`config.mk`:
```
export PLATFORM = sky130hd
export DESIGN_NAME = mnmh_node
export DESIGN_NICKNAME = d
export VERILOG_FILES = /design/src/mnmh_pkg.sv /design/src/mnmh_node.sv
export SDC_FILE = /design/constraint.sdc
export NUM_CORES = 1
export LEC_CHECK = 0
export BUFFER_PORTS_ARGS = -buffer_cell sky130_fd_sc_hd__buf_2
export CELL_PAD_IN_SITES_DETAIL_PLACEMENT = 0
export CELL_PAD_IN_SITES_GLOBAL_PLACEMENT = 1
export CORE_UTILIZATION = 47
export DETAILED_ROUTE_END_ITERATION = 10
export GPL_TIMING_DRIVEN = 1
export HOLD_SLACK_MARGIN = 0.12
export PLACE_DENSITY = 0.88
export SETUP_SLACK_MARGIN = 0.05
export SYNTH_ARGS = -nofsm -noshare
export SYNTH_HDL_FRONTEND = slang
export SYNTH_SLANG_ARGS = --single-unit
```
`constraint.sdc`:
```
create_clock -name CLK_SYS -period 4.32 [get_ports CLK_SYS]
set_clock_uncertainty 0.2 [all_clocks]
set_input_delay 0.432 -clock CLK_SYS [delete_from_list [all_inputs] [get_ports CLK_SYS]]
set_output_delay 0.432 -clock CLK_SYS [all_outputs]
set_load 0.05 [all_outputs]
```
`src/mnmh_pkg.sv`:
```
// Package of constants for the mesh node mode and host signalling block
`default_nettype none
package mnmh_pkg;
  // APB register byte offsets
  localparam logic [7:0] ADDR_CTRL = 8'h00;
  localparam logic [7:0] ADDR_HOST_TIMING = 8'h04;
  localparam logic [7:0] ADDR_NODE_ID = 8'h08;
  localparam logic [7:0] ADDR_MASTER_ID = 8'h0c;
  localparam logic [7:0] ADDR_RATE = 8'h10;
  localparam logic [7:0] ADDR_APP_NORMAL = 8'h14;
  localparam logic [7:0] ADDR_APP_ALT = 8'h18;
  localparam logic [7:0] ADDR_PASSWORD = 8'h1c;
  localparam logic [7:0] ADDR_NET_ID0 = 8'h20;
  localparam logic [7:0] ADDR_ONB_KEY0 = 8'h30;
  localparam logic [7:0] ADDR_CHAN_MAP0 = 8'h40;
  localparam logic [7:0] ADDR_STATUS = 8'h80;
  localparam logic [7:0] ADDR_CMD = 8'h84;
  // CTRL fields
  localparam int CTRL_TRACE_BIT = 0;
  localparam int CTRL_WAKE_AUTO_BIT = 1;
  localparam int CTRL_WAKE_MASTER_ONLY_BIT = 2;
  localparam int CTRL_HIB_NORMAL_BIT = 3;
  localparam int CTRL_HIB_ALT_SUPPRESS_BIT = 4;
  localparam int CTRL_APP_TYPE_LSB = 8;
  localparam int CTRL_LOGIN_LSB = 16;
  // CMD bits (write one to pulse)
  localparam int CMD_TX_EVENT_BIT = 0;
  localparam int CMD_RX_EVENT_BIT = 1;
  localparam int CMD_BEACON_EVENT_BIT = 2;
  localparam int CMD_HOST_DATA_BIT = 3;
  localparam int CMD_HOST_WAKE_BIT = 4;
  localparam int CMD_MASTER_GONE_BIT = 5;
  // Reset values
  localparam logic [7:0] CTS_INTERLEAVE_RST = 8'h01;
  localparam logic [7:0] CTS_TIMEOUT_RST = 8'h10;
  localparam logic [7:0] WAKE_TIME_RST = 8'h10;
  localparam logic [4:0] RATE_RST = 5'h01;
  localparam logic [4:0] RATE_MAX = 5'h1e;
  localparam logic [15:0] NODE_ID_RST = 16'hffff;
  // Identifier ranges
  localparam logic [15:0] ID_MIN = 16'h0001;
  localparam logic [15:0] ID_MAX = 16'hffef;
  localparam logic [15:0] ID_SINK_MAX = 16'h007f;
  localparam logic [15:0] ID_GROUP_MIN = 16'hfff0;
  localparam logic [15:0] ID_UNCONFIGURED = 16'hffff;
  // Logical channels
  localparam logic [4:0] CHAN_FIRST = 5'h01;
  localparam logic [4:0] CHAN_LAST = 5'h0f;
  localparam logic [4:0] CHAN_BEACON = 5'h10;
  localparam logic [4:0] CHAN_ONBOARD = 5'h11;
  localparam logic [4:0] CHAN_WAKE = 5'h12;
  localparam int NUM_CHAN = 18;
  // Wake burst kind carried with the network id
  localparam logic [1:0] BURST_NETWORK = 2'h1;
  // Host tick: 30.5 us at 50 MHz
  localparam int CLK_MHZ = 50;
  localparam int TICK_NS_X10 = 305000;
  localparam int TICK_CYCLES = TICK_NS_X10 / (10 * 1000 / CLK_MHZ);
  localparam logic [10:0] TICK_LAST = 11'(TICK_CYCLES - 1);
  typedef enum logic [1:0] {
    HS_IDLE = 2'b00,
    HS_CTS = 2'b01,
    HS_WAKE = 2'b10,
    HS_SEND = 2'b11
  } mnmh_host_state_t;
endpackage : mnmh_pkg
`default_nettype wire

```
`src/mnmh_node.sv`:
```
// Node mode control, configuration registers and host handshake pin timing
// Summary of operation
// Automatic wake bursts are network-wide, carrying this node's network identifier.
// Auto bursts run always when active, or only while the master is present.
// The master node sends the current mode inside its normal traffic.
// Mode settings are accepted only from the configured master node identifier.
// Rate, application and hibernation settings have normal and alternate copies.
// Alternate mode with suppression never hibernates, even if the master vanishes.
// A login level may change its own and less privileged passwords only.
// Trace output bit one enables trace on the system port, zero disables.
// The 8-bit application type goes into every onboarding setup request.
// Clear-to-send goes low once per N scheduled transmit events; default one.
// Interleave zero asserts clear-to-send on every wake-up event.
// Clear-to-send releases after 1..255 ticks of 30.5 us without host data.
// After wake request low, wait 1..255 ticks before sending data.
// Scheduled data uses logical channels 1 to 15 ascending, each mapped.
// Channel 16 beacons, 17 onboarding, 18 wake beacons; none hop. The code never drives TX_CHANNEL to 18.
// Node identifiers 0x0001..0xFFEF; 0x0001..0x007F are sink nodes.
// Identifiers 0xFFF0..0xFFFE are group destinations, never own identifier.
// Identifier 0xFFFF enters onboarding client mode and is also broadcast.
// The 128-bit network identifier is also the radio AES key.
// Onboarding traffic uses its own separate 128-bit AES key.
// Normal-mode scheduled period is 1 to 30 whole seconds.
// Every scheduled transmission moves to the next hopping channel.
// A network burst wakes hibernating nodes whose network identifier matches.
// After channel 15 the hopping pointer wraps to channel 1.
`default_nettype none
module mnmh_node (
  input wire logic CLK_SYS,
  input wire logic RST_N,
  input wire logic PSEL,
  input wire logic PENABLE,
  input wire logic PWRITE,
  input wire logic [7:0] PADDR,
  input wire logic [31:0] PWDATA,
  output logic [31:0] PRDATA,
  output logic PREADY,
  output logic PSLVERR,
  input wire logic RX_MODE_VALID,
  input wire logic [15:0] RX_MODE_SRC_ID,
  input wire logic RX_MODE_ALT,
  input wire logic RX_BURST_VALID,
  input wire logic [127:0] RX_BURST_NET_ID,
  output logic TX_MODE_ALT,
  output logic CTS_N,
  output logic HOST_WAKE_REQUEST_N,
  output logic HOST_SEND_START,
  output logic WAKE_BURST_REQ,
  output logic [1:0] WAKE_BURST_KIND,
  output logic [127:0] WAKE_BURST_NET_ID,
  output logic [4:0] TX_CHANNEL,
  output logic [7:0] TX_FREQ,
  output logic [7:0] SETUP_APP_TYPE,
  output logic TRACE_EN,
  output logic HIBERNATE,
  output logic ONBOARD_CLIENT,
  output logic [4:0] SCHED_RATE_S,
  output logic [31:0] APP_SETTING
);
  logic [31:0] ctrl_q;
  logic [7:0] cts_interleave_q, cts_timeout_q, wake_time_q;
  logic [15:0] node_id_q, master_id_q;
  logic [4:0] rate_normal_q, rate_alt_q;
  logic [31:0] app_normal_q, app_alt_q;
  logic [2:0] pw_changed_q;
  logic [127:0] net_id_q, onb_key_q;
  logic [7:0] chan_map_q [0:mnmh_pkg::NUM_CHAN-1];
  logic mode_alt_q, master_present_q, hib_q;
  logic [4:0] chan_q;
  logic [7:0] ilv_cnt_q, tick_cnt_q;
  logic [10:0] pre_q;
  mnmh_pkg::mnmh_host_state_t hs_q;
  logic wr, rd;
  logic [31:0] cmd;
  logic [1:0] login;
  logic wake_any;
  logic cts_fire;

  assign wr = PSEL & PENABLE & PWRITE;
  assign rd = PSEL & ~PWRITE;
  assign cmd = (wr && PADDR == mnmh_pkg::ADDR_CMD) ? PWDATA : 32'h0;
  assign login = ctrl_q[mnmh_pkg::CTRL_LOGIN_LSB +: 2];
  assign wake_any = cmd[mnmh_pkg::CMD_TX_EVENT_BIT] | cmd[mnmh_pkg::CMD_RX_EVENT_BIT] |
    cmd[mnmh_pkg::CMD_BEACON_EVENT_BIT];
  // Interleave zero fires on any wake event, else once per N transmit events
  assign cts_fire = (cts_interleave_q == 8'h00) ? wake_any :
    (cmd[mnmh_pkg::CMD_TX_EVENT_BIT] && ilv_cnt_q + 8'h01 >= cts_interleave_q);

  // Configuration registers
  always_ff @(posedge CLK_SYS or negedge RST_N) begin
    if (!RST_N) begin
      ctrl_q <= 32'h0;
      cts_interleave_q <= mnmh_pkg::CTS_INTERLEAVE_RST;
      cts_timeout_q <= mnmh_pkg::CTS_TIMEOUT_RST;
      wake_time_q <= mnmh_pkg::WAKE_TIME_RST;
      node_id_q <= mnmh_pkg::NODE_ID_RST;
      master_id_q <= 16'h0;
      rate_normal_q <= mnmh_pkg::RATE_RST;
      rate_alt_q <= mnmh_pkg::RATE_RST;
      app_normal_q <= 32'h0;
      app_alt_q <= 32'h0;
      pw_changed_q <= 3'h0;
    end else if (wr) begin
      case (PADDR)
        mnmh_pkg::ADDR_CTRL: begin
          ctrl_q <= PWDATA & 32'h0003_ff1f;
        end
        mnmh_pkg::ADDR_HOST_TIMING: begin
          cts_interleave_q <= PWDATA[7:0];
          if (PWDATA[15:8] != 8'h00) begin
            cts_timeout_q <= PWDATA[15:8];
          end
          if (PWDATA[23:16] != 8'h00) begin
            wake_time_q <= PWDATA[23:16];
          end
        end
        mnmh_pkg::ADDR_NODE_ID: begin
          // Group identifiers can never become our own
          if (PWDATA[15:0] < mnmh_pkg::ID_GROUP_MIN && PWDATA[15:0] >= mnmh_pkg::ID_MIN) begin
            node_id_q <= PWDATA[15:0];
          end else if (PWDATA[15:0] == mnmh_pkg::ID_UNCONFIGURED) begin
            node_id_q <= PWDATA[15:0];
          end
        end
        mnmh_pkg::ADDR_MASTER_ID: begin
          master_id_q <= PWDATA[15:0];
        end
        mnmh_pkg::ADDR_RATE: begin
          if (PWDATA[4:0] != 5'h0 && PWDATA[4:0] <= mnmh_pkg::RATE_MAX) begin
            rate_normal_q <= PWDATA[4:0];
          end
          if (PWDATA[12:8] != 5'h0 && PWDATA[12:8] <= mnmh_pkg::RATE_MAX) begin
            rate_alt_q <= PWDATA[12:8];
          end
        end
        mnmh_pkg::ADDR_APP_NORMAL: begin
          app_normal_q <= PWDATA;
        end
        mnmh_pkg::ADDR_APP_ALT: begin
          app_alt_q <= PWDATA;
        end
        mnmh_pkg::ADDR_PASSWORD: begin
          // Level 1 most privileged; target level in bits 1:0, login 0 means none
          if (login != 2'h0 && PWDATA[1:0] != 2'h0 && PWDATA[1:0] >= login) begin
            pw_changed_q[PWDATA[1:0] - 2'h1] <= 1'b1;
          end
        end
        default: begin
        end
      endcase
    end
  end

  // Wide keys and channel map
  always_ff @(posedge CLK_SYS or negedge RST_N) begin
    if (!RST_N) begin
      net_id_q <= 128'h0;
      onb_key_q <= 128'h0;
    end else if (wr) begin
      for (int i = 0; i < 4; i++) begin
        if (PADDR == mnmh_pkg::ADDR_NET_ID0 + 8'(4 * i)) begin
          net_id_q[32*i +: 32] <= PWDATA;
        end
        if (PADDR == mnmh_pkg::ADDR_ONB_KEY0 + 8'(4 * i)) begin
          onb_key_q[32*i +: 32] <= PWDATA;
        end
      end
    end
  end

  genvar g;
  generate
    for (g = 0; g < mnmh_pkg::NUM_CHAN; g++) begin : gen_map
      always_ff @(posedge CLK_SYS or negedge RST_N) begin
        if (!RST_N) begin
          chan_map_q[g] <= 8'h0;
        end else if (wr && PADDR == mnmh_pkg::ADDR_CHAN_MAP0 + 8'(4 * g)) begin
          chan_map_q[g] <= PWDATA[7:0];
        end
      end
    end
  endgenerate

  // Network mode from the master only
  // A mode frame from the master in the same cycle outweighs a master-gone command
  always_ff @(posedge CLK_SYS or negedge RST_N) begin
    if (!RST_N) begin
      mode_alt_q <= 1'b0;
      master_present_q <= 1'b0;
    end else begin
      if (RX_MODE_VALID && RX_MODE_SRC_ID == master_id_q) begin
        mode_alt_q <= RX_MODE_ALT;
        master_present_q <= 1'b1;
      end else if (cmd[mnmh_pkg::CMD_MASTER_GONE_BIT]) begin
        master_present_q <= 1'b0;
      end
    end
  end

  // Hibernation state
  always_ff @(posedge CLK_SYS or negedge RST_N) begin
    if (!RST_N) begin
      hib_q <= 1'b0;
    end else if (RX_BURST_VALID && RX_BURST_NET_ID == net_id_q) begin
      hib_q <= 1'b0;
    end else if (mode_alt_q && ctrl_q[mnmh_pkg::CTRL_HIB_ALT_SUPPRESS_BIT]) begin
      hib_q <= 1'b0;
    end else if (ctrl_q[mnmh_pkg::CTRL_HIB_NORMAL_BIT] && !master_present_q) begin
      hib_q <= 1'b1;
    end
  end

  // Hopping pointer on each scheduled transmit
  // Beacons and onboarding borrow fixed channels and leave the pointer alone
  always_ff @(posedge CLK_SYS or negedge RST_N) begin
    if (!RST_N) begin
      chan_q <= mnmh_pkg::CHAN_FIRST;
      TX_CHANNEL <= mnmh_pkg::CHAN_FIRST;
      TX_FREQ <= 8'h0;
    end else if (cmd[mnmh_pkg::CMD_TX_EVENT_BIT]) begin
      TX_CHANNEL <= chan_q;
      TX_FREQ <= chan_map_q[chan_q - 5'h1];
      chan_q <= (chan_q == mnmh_pkg::CHAN_LAST) ? mnmh_pkg::CHAN_FIRST : chan_q + 5'h1;
    end else if (cmd[mnmh_pkg::CMD_BEACON_EVENT_BIT]) begin
      TX_CHANNEL <= mnmh_pkg::CHAN_BEACON;
      TX_FREQ <= chan_map_q[mnmh_pkg::CHAN_BEACON - 5'h1];
    end else if (ONBOARD_CLIENT) begin
      TX_CHANNEL <= mnmh_pkg::CHAN_ONBOARD;
      TX_FREQ <= chan_map_q[mnmh_pkg::CHAN_ONBOARD - 5'h1];
    end
  end

  // Interleave counter
  always_ff @(posedge CLK_SYS or negedge RST_N) begin
    if (!RST_N) begin
      ilv_cnt_q <= 8'h0;
    end else if (cmd[mnmh_pkg::CMD_TX_EVENT_BIT]) begin
      ilv_cnt_q <= (cts_interleave_q == 8'h00 || cts_fire) ? 8'h0 : ilv_cnt_q + 8'h01;
    end
  end

  // Host pin sequencer, time in 30.5 us ticks
  // Prescaler is held at zero while idle, so every wait starts on a whole tick
  always_ff @(posedge CLK_SYS or negedge RST_N) begin
    if (!RST_N) begin
      hs_q <= mnmh_pkg::HS_IDLE;
      pre_q <= 11'h0;
      tick_cnt_q <= 8'h0;
      CTS_N <= 1'b1;
      HOST_WAKE_REQUEST_N <= 1'b1;
      HOST_SEND_START <= 1'b0;
    end else begin
      HOST_SEND_START <= 1'b0;
      pre_q <= (pre_q == mnmh_pkg::TICK_LAST || hs_q == mnmh_pkg::HS_IDLE) ? 11'h0 : pre_q + 11'h1;
      case (hs_q)
        mnmh_pkg::HS_IDLE: begin
          tick_cnt_q <= 8'h0;
          if (cmd[mnmh_pkg::CMD_HOST_WAKE_BIT]) begin
            hs_q <= mnmh_pkg::HS_WAKE;
            HOST_WAKE_REQUEST_N <= 1'b0;
          end else if (cts_fire) begin
            hs_q <= mnmh_pkg::HS_CTS;
            CTS_N <= 1'b0;
          end
        end
        mnmh_pkg::HS_CTS: begin
          if (cmd[mnmh_pkg::CMD_HOST_DATA_BIT]) begin
            hs_q <= mnmh_pkg::HS_IDLE;
            CTS_N <= 1'b1;
          end else if (pre_q == mnmh_pkg::TICK_LAST) begin
            if (tick_cnt_q + 8'h01 >= cts_timeout_q) begin
              hs_q <= mnmh_pkg::HS_IDLE;
              CTS_N <= 1'b1;
            end
            tick_cnt_q <= tick_cnt_q + 8'h01;
          end
        end
        mnmh_pkg::HS_WAKE: begin
          if (pre_q == mnmh_pkg::TICK_LAST) begin
            if (tick_cnt_q + 8'h01 >= wake_time_q) begin
              hs_q <= mnmh_pkg::HS_SEND;
            end
            tick_cnt_q <= tick_cnt_q + 8'h01;
          end
        end
        mnmh_pkg::HS_SEND: begin
          HOST_SEND_START <= 1'b1;
          HOST_WAKE_REQUEST_N <= 1'b1;
          hs_q <= mnmh_pkg::HS_IDLE;
        end
        default: begin
          hs_q <= mnmh_pkg::HS_IDLE;
        end
      endcase
    end
  end

  // Node outputs
  // A hibernating node issues no automatic bursts
  always_ff @(posedge CLK_SYS or negedge RST_N) begin
    if (!RST_N) begin
      TX_MODE_ALT <= 1'b0;
      WAKE_BURST_REQ <= 1'b0;
      WAKE_BURST_KIND <= mnmh_pkg::BURST_NETWORK;
      WAKE_BURST_NET_ID <= 128'h0;
      SETUP_APP_TYPE <= 8'h0;
      TRACE_EN <= 1'b0;
      HIBERNATE <= 1'b0;
      ONBOARD_CLIENT <= 1'b1;
      SCHED_RATE_S <= mnmh_pkg::RATE_RST;
      APP_SETTING <= 32'h0;
    end else begin
      TX_MODE_ALT <= mode_alt_q && node_id_q == master_id_q;
      WAKE_BURST_REQ <= cmd[mnmh_pkg::CMD_TX_EVENT_BIT] && !hib_q && ctrl_q[mnmh_pkg::CTRL_WAKE_AUTO_BIT] &&
        (!ctrl_q[mnmh_pkg::CTRL_WAKE_MASTER_ONLY_BIT] || master_present_q);
      WAKE_BURST_KIND <= mnmh_pkg::BURST_NETWORK;
      WAKE_BURST_NET_ID <= net_id_q;
      SETUP_APP_TYPE <= ctrl_q[mnmh_pkg::CTRL_APP_TYPE_LSB +: 8];
      TRACE_EN <= ctrl_q[mnmh_pkg::CTRL_TRACE_BIT];
      HIBERNATE <= hib_q;
      ONBOARD_CLIENT <= node_id_q == mnmh_pkg::ID_UNCONFIGURED;
      SCHED_RATE_S <= mode_alt_q ? rate_alt_q : rate_normal_q;
      APP_SETTING <= mode_alt_q ? app_alt_q : app_normal_q;
    end
  end

  // APB read path, zero-wait
  always_ff @(posedge CLK_SYS or negedge RST_N) begin
    if (!RST_N) begin
      PRDATA <= 32'h0;
      PREADY <= 1'b0;
      PSLVERR <= 1'b0;
    end else begin
      PREADY <= PSEL & ~PENABLE;
      PSLVERR <= 1'b0;
      PRDATA <= 32'h0;
      if (rd && !PENABLE) begin
        case (PADDR)
          mnmh_pkg::ADDR_CTRL: begin
            PRDATA <= ctrl_q;
          end
          mnmh_pkg::ADDR_HOST_TIMING: begin
            PRDATA <= {8'h0, wake_time_q, cts_timeout_q, cts_interleave_q};
          end
          mnmh_pkg::ADDR_NODE_ID: begin
            PRDATA <= {16'h0, node_id_q};
          end
          mnmh_pkg::ADDR_MASTER_ID: begin
            PRDATA <= {16'h0, master_id_q};
          end
          mnmh_pkg::ADDR_RATE: begin
            PRDATA <= {19'h0, rate_alt_q, 3'h0, rate_normal_q};
          end
          mnmh_pkg::ADDR_APP_NORMAL: begin
            PRDATA <= app_normal_q;
          end
          mnmh_pkg::ADDR_APP_ALT: begin
            PRDATA <= app_alt_q;
          end
          mnmh_pkg::ADDR_PASSWORD: begin
            PRDATA <= {29'h0, pw_changed_q};
          end
          mnmh_pkg::ADDR_STATUS: begin
            PRDATA <= {16'h0, 3'h0, chan_q, 2'h0, hs_q,
              (node_id_q <= mnmh_pkg::ID_SINK_MAX && node_id_q != 16'h0), hib_q, master_present_q, mode_alt_q};
          end
          default: begin
            PSLVERR <= 1'b0;
          end
        endcase
      end
    end
  end
endmodule : mnmh_node
`default_nettype wire

```
### Word level (Yosys, flattened, before mapping)

Index checks and enable logic that the tools add are counted.

| storage, ports and cells | value |
|---|---|
| bits in registers | 684 |
| input port bits | 192 |
| output and inout bits | 230 |
| word-level logic and storage cells | 258 |

| cells by class | value |
|---|---|
| $add $sub $neg | 6 |
| $lt $le $gt $ge | 12 |
| equality and inequality tests | 48 |
| multiplexer cells | 47 |
| bitwise operators | 10 |
| reductions and logical operators | 78 |

Operator list:

| operator | count |
|---|---|
| $pmux W32 S9 | 1 |
| $eq A128 B128 Y1 | 1 |
| $eq A8 B7 Y1 const B | 16 |
| $mux W32 | 2 |
| $mux W8 | 8 |
| $bmux W8 S5 | 1 |
| $logic_and A1 B1 Y1 | 35 |
| $eq A16 B16 Y1 | 2 |
| $eq A16 B16 Y1 const B | 2 |
| $eq A8 B5 Y1 const B | 4 |
| $eq A8 B6 Y1 const B | 4 |
| $mux W16 | 2 |
| $mux W5 | 5 |
| $ge A8 B8 Y1 | 3 |
| $pmux W8 S3 | 1 |
| $reduce_and A2 Y1 | 11 |
| $reduce_and A3 Y1 | 6 |
| $add A8 B1 Y8 const B | 2 |
| $eq A8 B4 Y1 const B | 2 |
| $eq A8 B8 Y1 const B | 2 |
| $ge A16 B1 Y1 const B | 1 |
| $le A16 B7 Y1 const B | 1 |
| $logic_not A8 Y1 | 2 |
| $lt A16 B16 Y1 const B | 1 |
| other kinds (37) | 86 |

### Logic depth before layout (Yosys ltp)

| depth | value |
|---|---|
| depth in word-level cells | 10 |
| gate-level depth with buffers | 13 |
| mapped depth without buffers | 11 |

### Worst setup path after synthesis

Ideal clock, no wire load.

| timing | value |
|---|---|
| path kind | register to register |
| from | register chan_q[0] |
| to | register TX_FREQ[5] |
| setup time | 137 ps |
| arrival | 3593 ps |
| data required time | 3983 ps |
| path slack | 390 ps |
| cell stages (with the launch flop) | 14 |
| buffers on the path | 5 |
| clock period less this slack | 3930 ps |
| cells stage by stage | dfstp_2 > buf_2 > buf_1 > buf_1 > inv_1 > ha_1 > buf_2 > buf_1 > mux4_2 > nor2b_1 > a211oi_1 > a211oi_1 > nor2_1 > a21oi_1 |

| on the way | value |
|---|---|
| cells in the longest elaborated chain, start to end | 6 |

Ends and longest elaborated chain:

| element | RTL line | RTL |
|---|---|---|
| from (decl) | mnmh_node.sv:69 | `logic [4:0] chan_q;` |
| from (signal assigned) | mnmh_node.sv:217 | `chan_q <= mnmh_pkg::CHAN_FIRST;` |
| from (signal assigned) | mnmh_node.sv:223 | `chan_q <= (chan_q == mnmh_pkg::CHAN_LAST) ? mnmh_pkg::CHAN_FIRST : chan_q + 5'h1;` |
| $sub A5 B1 Y5 | mnmh_node.sv:222 | `TX_FREQ <= chan_map_q[chan_q - 5'h1];` |
| $not A5 Y6 (implied by the code) | mnmh_node.sv:222 |  |
| $bmux W8 S5 | mnmh_node.sv:222 |  |
| $mux W8 (implied by the code) (2 in a row) | mnmh_node.sv:222 |  |
| $mux W8 | mnmh_node.sv:220 | `end else if (cmd[mnmh_pkg::CMD_TX_EVENT_BIT]) begin` |
| to (signal assigned) | mnmh_node.sv:222 |  |
| to (signal assigned) | mnmh_node.sv:226 | `TX_FREQ <= chan_map_q[mnmh_pkg::CHAN_BEACON - 5'h1];` |
| to (signal assigned) | mnmh_node.sv:229 | `TX_FREQ <= chan_map_q[mnmh_pkg::CHAN_ONBOARD - 5'h1];` |
| to (decl) | mnmh_node.sv:52 | `output logic [7:0] TX_FREQ,` |

Every way passes these cells. The select of a mux whose other input is x is not followed.
A chain may end at the register's enable or synchronous reset.

### Worst setup path in the final report

| timing | value |
|---|---|
| from | register tick_cnt_q[0] |
| to | register hs_q[1] |

| on the way | value |
|---|---|
| cells in the longest elaborated chain, start to end | 4 |
| elaborated cells on any way between the ends | 6 |
| classes of those cells | add/sub: 1; order compare: 2; eq/ne: 2; reduce/logical: 1 |

Ends and longest elaborated chain:

| element | RTL line | RTL |
|---|---|---|
| from (decl) | mnmh_node.sv:70 | `logic [7:0] ilv_cnt_q, tick_cnt_q;` |
| from (signal assigned) | mnmh_node.sv:275 | `tick_cnt_q <= tick_cnt_q + 8'h01;` |
| from (signal assigned) | mnmh_node.sv:283 | `tick_cnt_q <= tick_cnt_q + 8'h01;` |
| $add A8 B1 Y8 * | mnmh_node.sv:271, mnmh_node.sv:280 |  |
| $ge A8 B8 Y1 (on tied branches) | mnmh_node.sv:271, mnmh_node.sv:280 |  |
| $ne A3 B3 Y1 (no source line) / $ne A2 B2 Y1 (equally long branches) | n/a |  |
| $reduce_and A5 Y1 (no source line) * | n/a |  |
| to (signal assigned) | mnmh_node.sv:268 | `hs_q <= mnmh_pkg::HS_IDLE;` |
| to (signal assigned) | mnmh_node.sv:272 | `hs_q <= mnmh_pkg::HS_IDLE;` |
| to (signal assigned) | mnmh_node.sv:281 | `hs_q <= mnmh_pkg::HS_SEND;` |
| to (decl) | mnmh_node.sv:72 | `mnmh_pkg::mnmh_host_state_t hs_q;` |

Every way passes the cells marked *; elsewhere a longest branch is shown, timed or not.

==> qor.yml <==
max-vdd-ir-drop_v: 0.0002790
postRouteAntennaNets: 0
setup_viol: 0
status: "finished clean"
cts-root-buf: "clkbuf_16"
cp.required_ns: 4.60
synthArstFlopShare_pct: 100.0
grt_pass1_wl_um: 139900
rsz0062_at_grt: "false"
cts_buffers: 73
synth-main-ff-cell: "dfrtp_1"
slew_headroom_pct: 23.99
grt_pass1_vias: 21490
io-pin-count: 422
core_um2: 61710
avgSynthCellArea_um2: 12.93
htreeDepth: 3
synth.top_cells.by_area: "dfrtp_1 56%, mux2_2 14%, mux4_2 2.5%"
cts_tree: "yes"
min_period_ns: 3.428
cap_violations: 0
worst_slew_pin_slew_ns: 1.131
power_density_nw_per_um2: 396.4
ys_ff_latch: 684
cp_max_fo: 7
drive_above_1_share_pct: 37.71
clk_latency_ns: 0.62
yosys_warnings: 0
cp-end-kind: "register"
yosys-top-cells-count: "657 x dfrtp_1, 355 x mux2_2, 168 x nand2_1"
path_clk_slew_ns: 0.06
synth_cell_types: 68
drc: 0
numPortBuffers: 418
crit_path_start_kind: "register"
hpwl_um: 67060
ctsResizeCount: 0
drt_iter0_markers: 1977
area_growth_pct: 20.29
clock_path_buffers: 3
finalHoldViolCount: 0
via_count: 21050
power.leakage_nw: 17.97
netlist_instances: 2269
antenna_found_initial: 14
arrival_ns: 3.71
final_max_slew_viol_count: 0
grt_usage_pct: 29.82
die_area_um2: 63420
die_h_um: 251.8
tns_ns: 0
synth.yosys.seq_area_share_pct: 58.46
die_x_um: 251.8
viasPerCell: 5.824
yosysMostFrequentCell: "dfrtp_1"
hold_path.class: "input port to register"
yosys.area.top_type_share_pct: 56.05
start_util_pct: 47.53
grt_max_degree: 113
wl_per_cell_um: 26.08
nFillCells: 4997
wl_um: 94240
fmax_ghz: 0.2917
dr.pass1.iters: 8
grt.overflow.total: 0
layout.nets: 2940
netlist_area_um2: 29330
gp_congestion: 0.9391
hold_ws_ns: 0.1497
rows: 91
synth-edff-count: 0
synth_top_cell_by_area: "dfrtp_1"
cts.sinks: 684
finalCritPeriodShare_pct: 79.35
worstSetupPathType: "register to register"
==> layout by cell type (no fill, tap or decap), types with 27 or more instances in the layout <==
cell / synthesis / routed
o21ai_0: 102 / 102
mux2_2: 355 / 355
ha_1: 36 / 36
nor2_1: 72 / 71
nand2b_1: 36 / 36
nand4_1: 27 / 27
xnor2_1: 67 / 66
dfrtp_1: 657 / 656
buf_4: 5 / 33
nand3_1: 33 / 33
a21oi_1: 42 / 42
xor2_1: 64 / 64
inv_1: 84 / 84
mux4_2: 32 / 32
clkbuf_16: 0 / 76
nor4_1: 33 / 33
a22oi_1: 37 / 37
dlygate4sd3_1: 0 / 29
nand2_1: 168 / 164
dfstp_2: 27 / 27
buf_2: 33 / 417
==> cell type report <==
cell class              count  area [um^2]  area share [%]
flip-flops and latches    684        17150           48.61
repair buffers            489         2820           7.992
well taps                 837         1047           2.968
multi-input cells        1379        11370           32.22
clock inverters            30        407.9           1.156
inverters                  85        319.1          0.9042
diodes                      6        15.01         0.04255
clock buffers             104         2157           6.113
==> flip-flops by register name (all words and copies together), names as in the netlist, 16 cells and up <==
signal,flops
chan_map_q,144
app_normal_q,32
PRDATA,32
app_alt_q,32
net_id_q,128
APP_SETTING,32
WAKE_BURST_NET_ID,128
master_id_q,16
node_id_q,16
==> stage by stage <==
step | util, % | setup WS [ns] | area (um^2) | power [mW] | std cells
CTS | 57.16 | 0.9239 | 35270 | 14.08 | 3608
detailed placement | 52.53 | 0.8265 | 32420 | 7.465 | 3445
global placement | 52.53 | 0.8073 | 32420 | 7.446 | 3445
floorplan | - | 0.3904 | 29340 | 6.999 | 2270
finish | 57.18 | 0.8922 | 35290 | 13.99 | 3614
global route | 57.18 | 0.6127 | 35280 | 14.38 | 3613
==> worst max-delay path, cell delays in order (launching register included) <==
cell     delay (ns)
dfrtp_1        0.45
ha_1           0.22
nand3_1        0.12
nor2_1         0.16
xor2_1         0.28
ha_1           0.30
and4_1         0.20
o21ai_0        0.07
nor3_1         0.13
o41ai_1        0.72
nor3_1         0.13
or3_1          0.33
==> what timing repair did <==
action	CTS	global route
buffers inserted	0	0
endpoints found under the hold margin	191	0
hold buffers	29	0
==> worst paths after layout <==
path | start | endpoint | slack [ns] | cells past startpoint
max | tick_cnt_q[0]$_DFFE_PN0P_ | hs_q[1]$_DFFE_PN0P_ | 0.89 | 11
min | PWDATA[27] | net_id_q[91]$_DFFE_PN0P_ | 0.15 | 2
max reg2reg | tick_cnt_q[0]$_DFFE_PN0P_ | hs_q[1]$_DFFE_PN0P_ | 0.89 | 11
min reg2reg | ctrl_q[13]$_DFFE_PN0P_ | SETUP_APP_TYPE[5]$_DFF_PN0_ | 0.18 | 0
max in group asynchronous | RST_N | mode_alt_q$_DFFE_PN0P_ | 2.42 | 3
min in group asynchronous | RST_N | TX_CHANNEL[3]$_DFFE_PN0P_ | 0.31 | 2
==> where the power goes <==
part | total [mW] | switching, mW | internal [mW] | leakage (nW)
clock | 6.61 | 2.63 | 3.98 | 1.27
sequential | 6.57 | 0.0737 | 6.50 | 9.32
combinational | 0.805 | 0.549 | 0.256 | 7.39
==> metal layers <==
metal	vias up	GRT usage, %	share of wire, %
li1	8972	-	-
met1	10840	39.37	40
met2	1014	48.18	48
met3	215	5.850	7.9
met4	10	12.68	4.0
met5	-	0	0.077
==> cells by family after synthesis <==
kind of cell,share of synthesized area [%]
compound gates,7.115
xor+xnor,3.911
fa+ha+maj,1.536
buf+inv,2.905
flops,58.46
mux,18.17
other cells,0.02560
simple gates,7.878
Note: power is estimated with default switching activity, not from simulation.
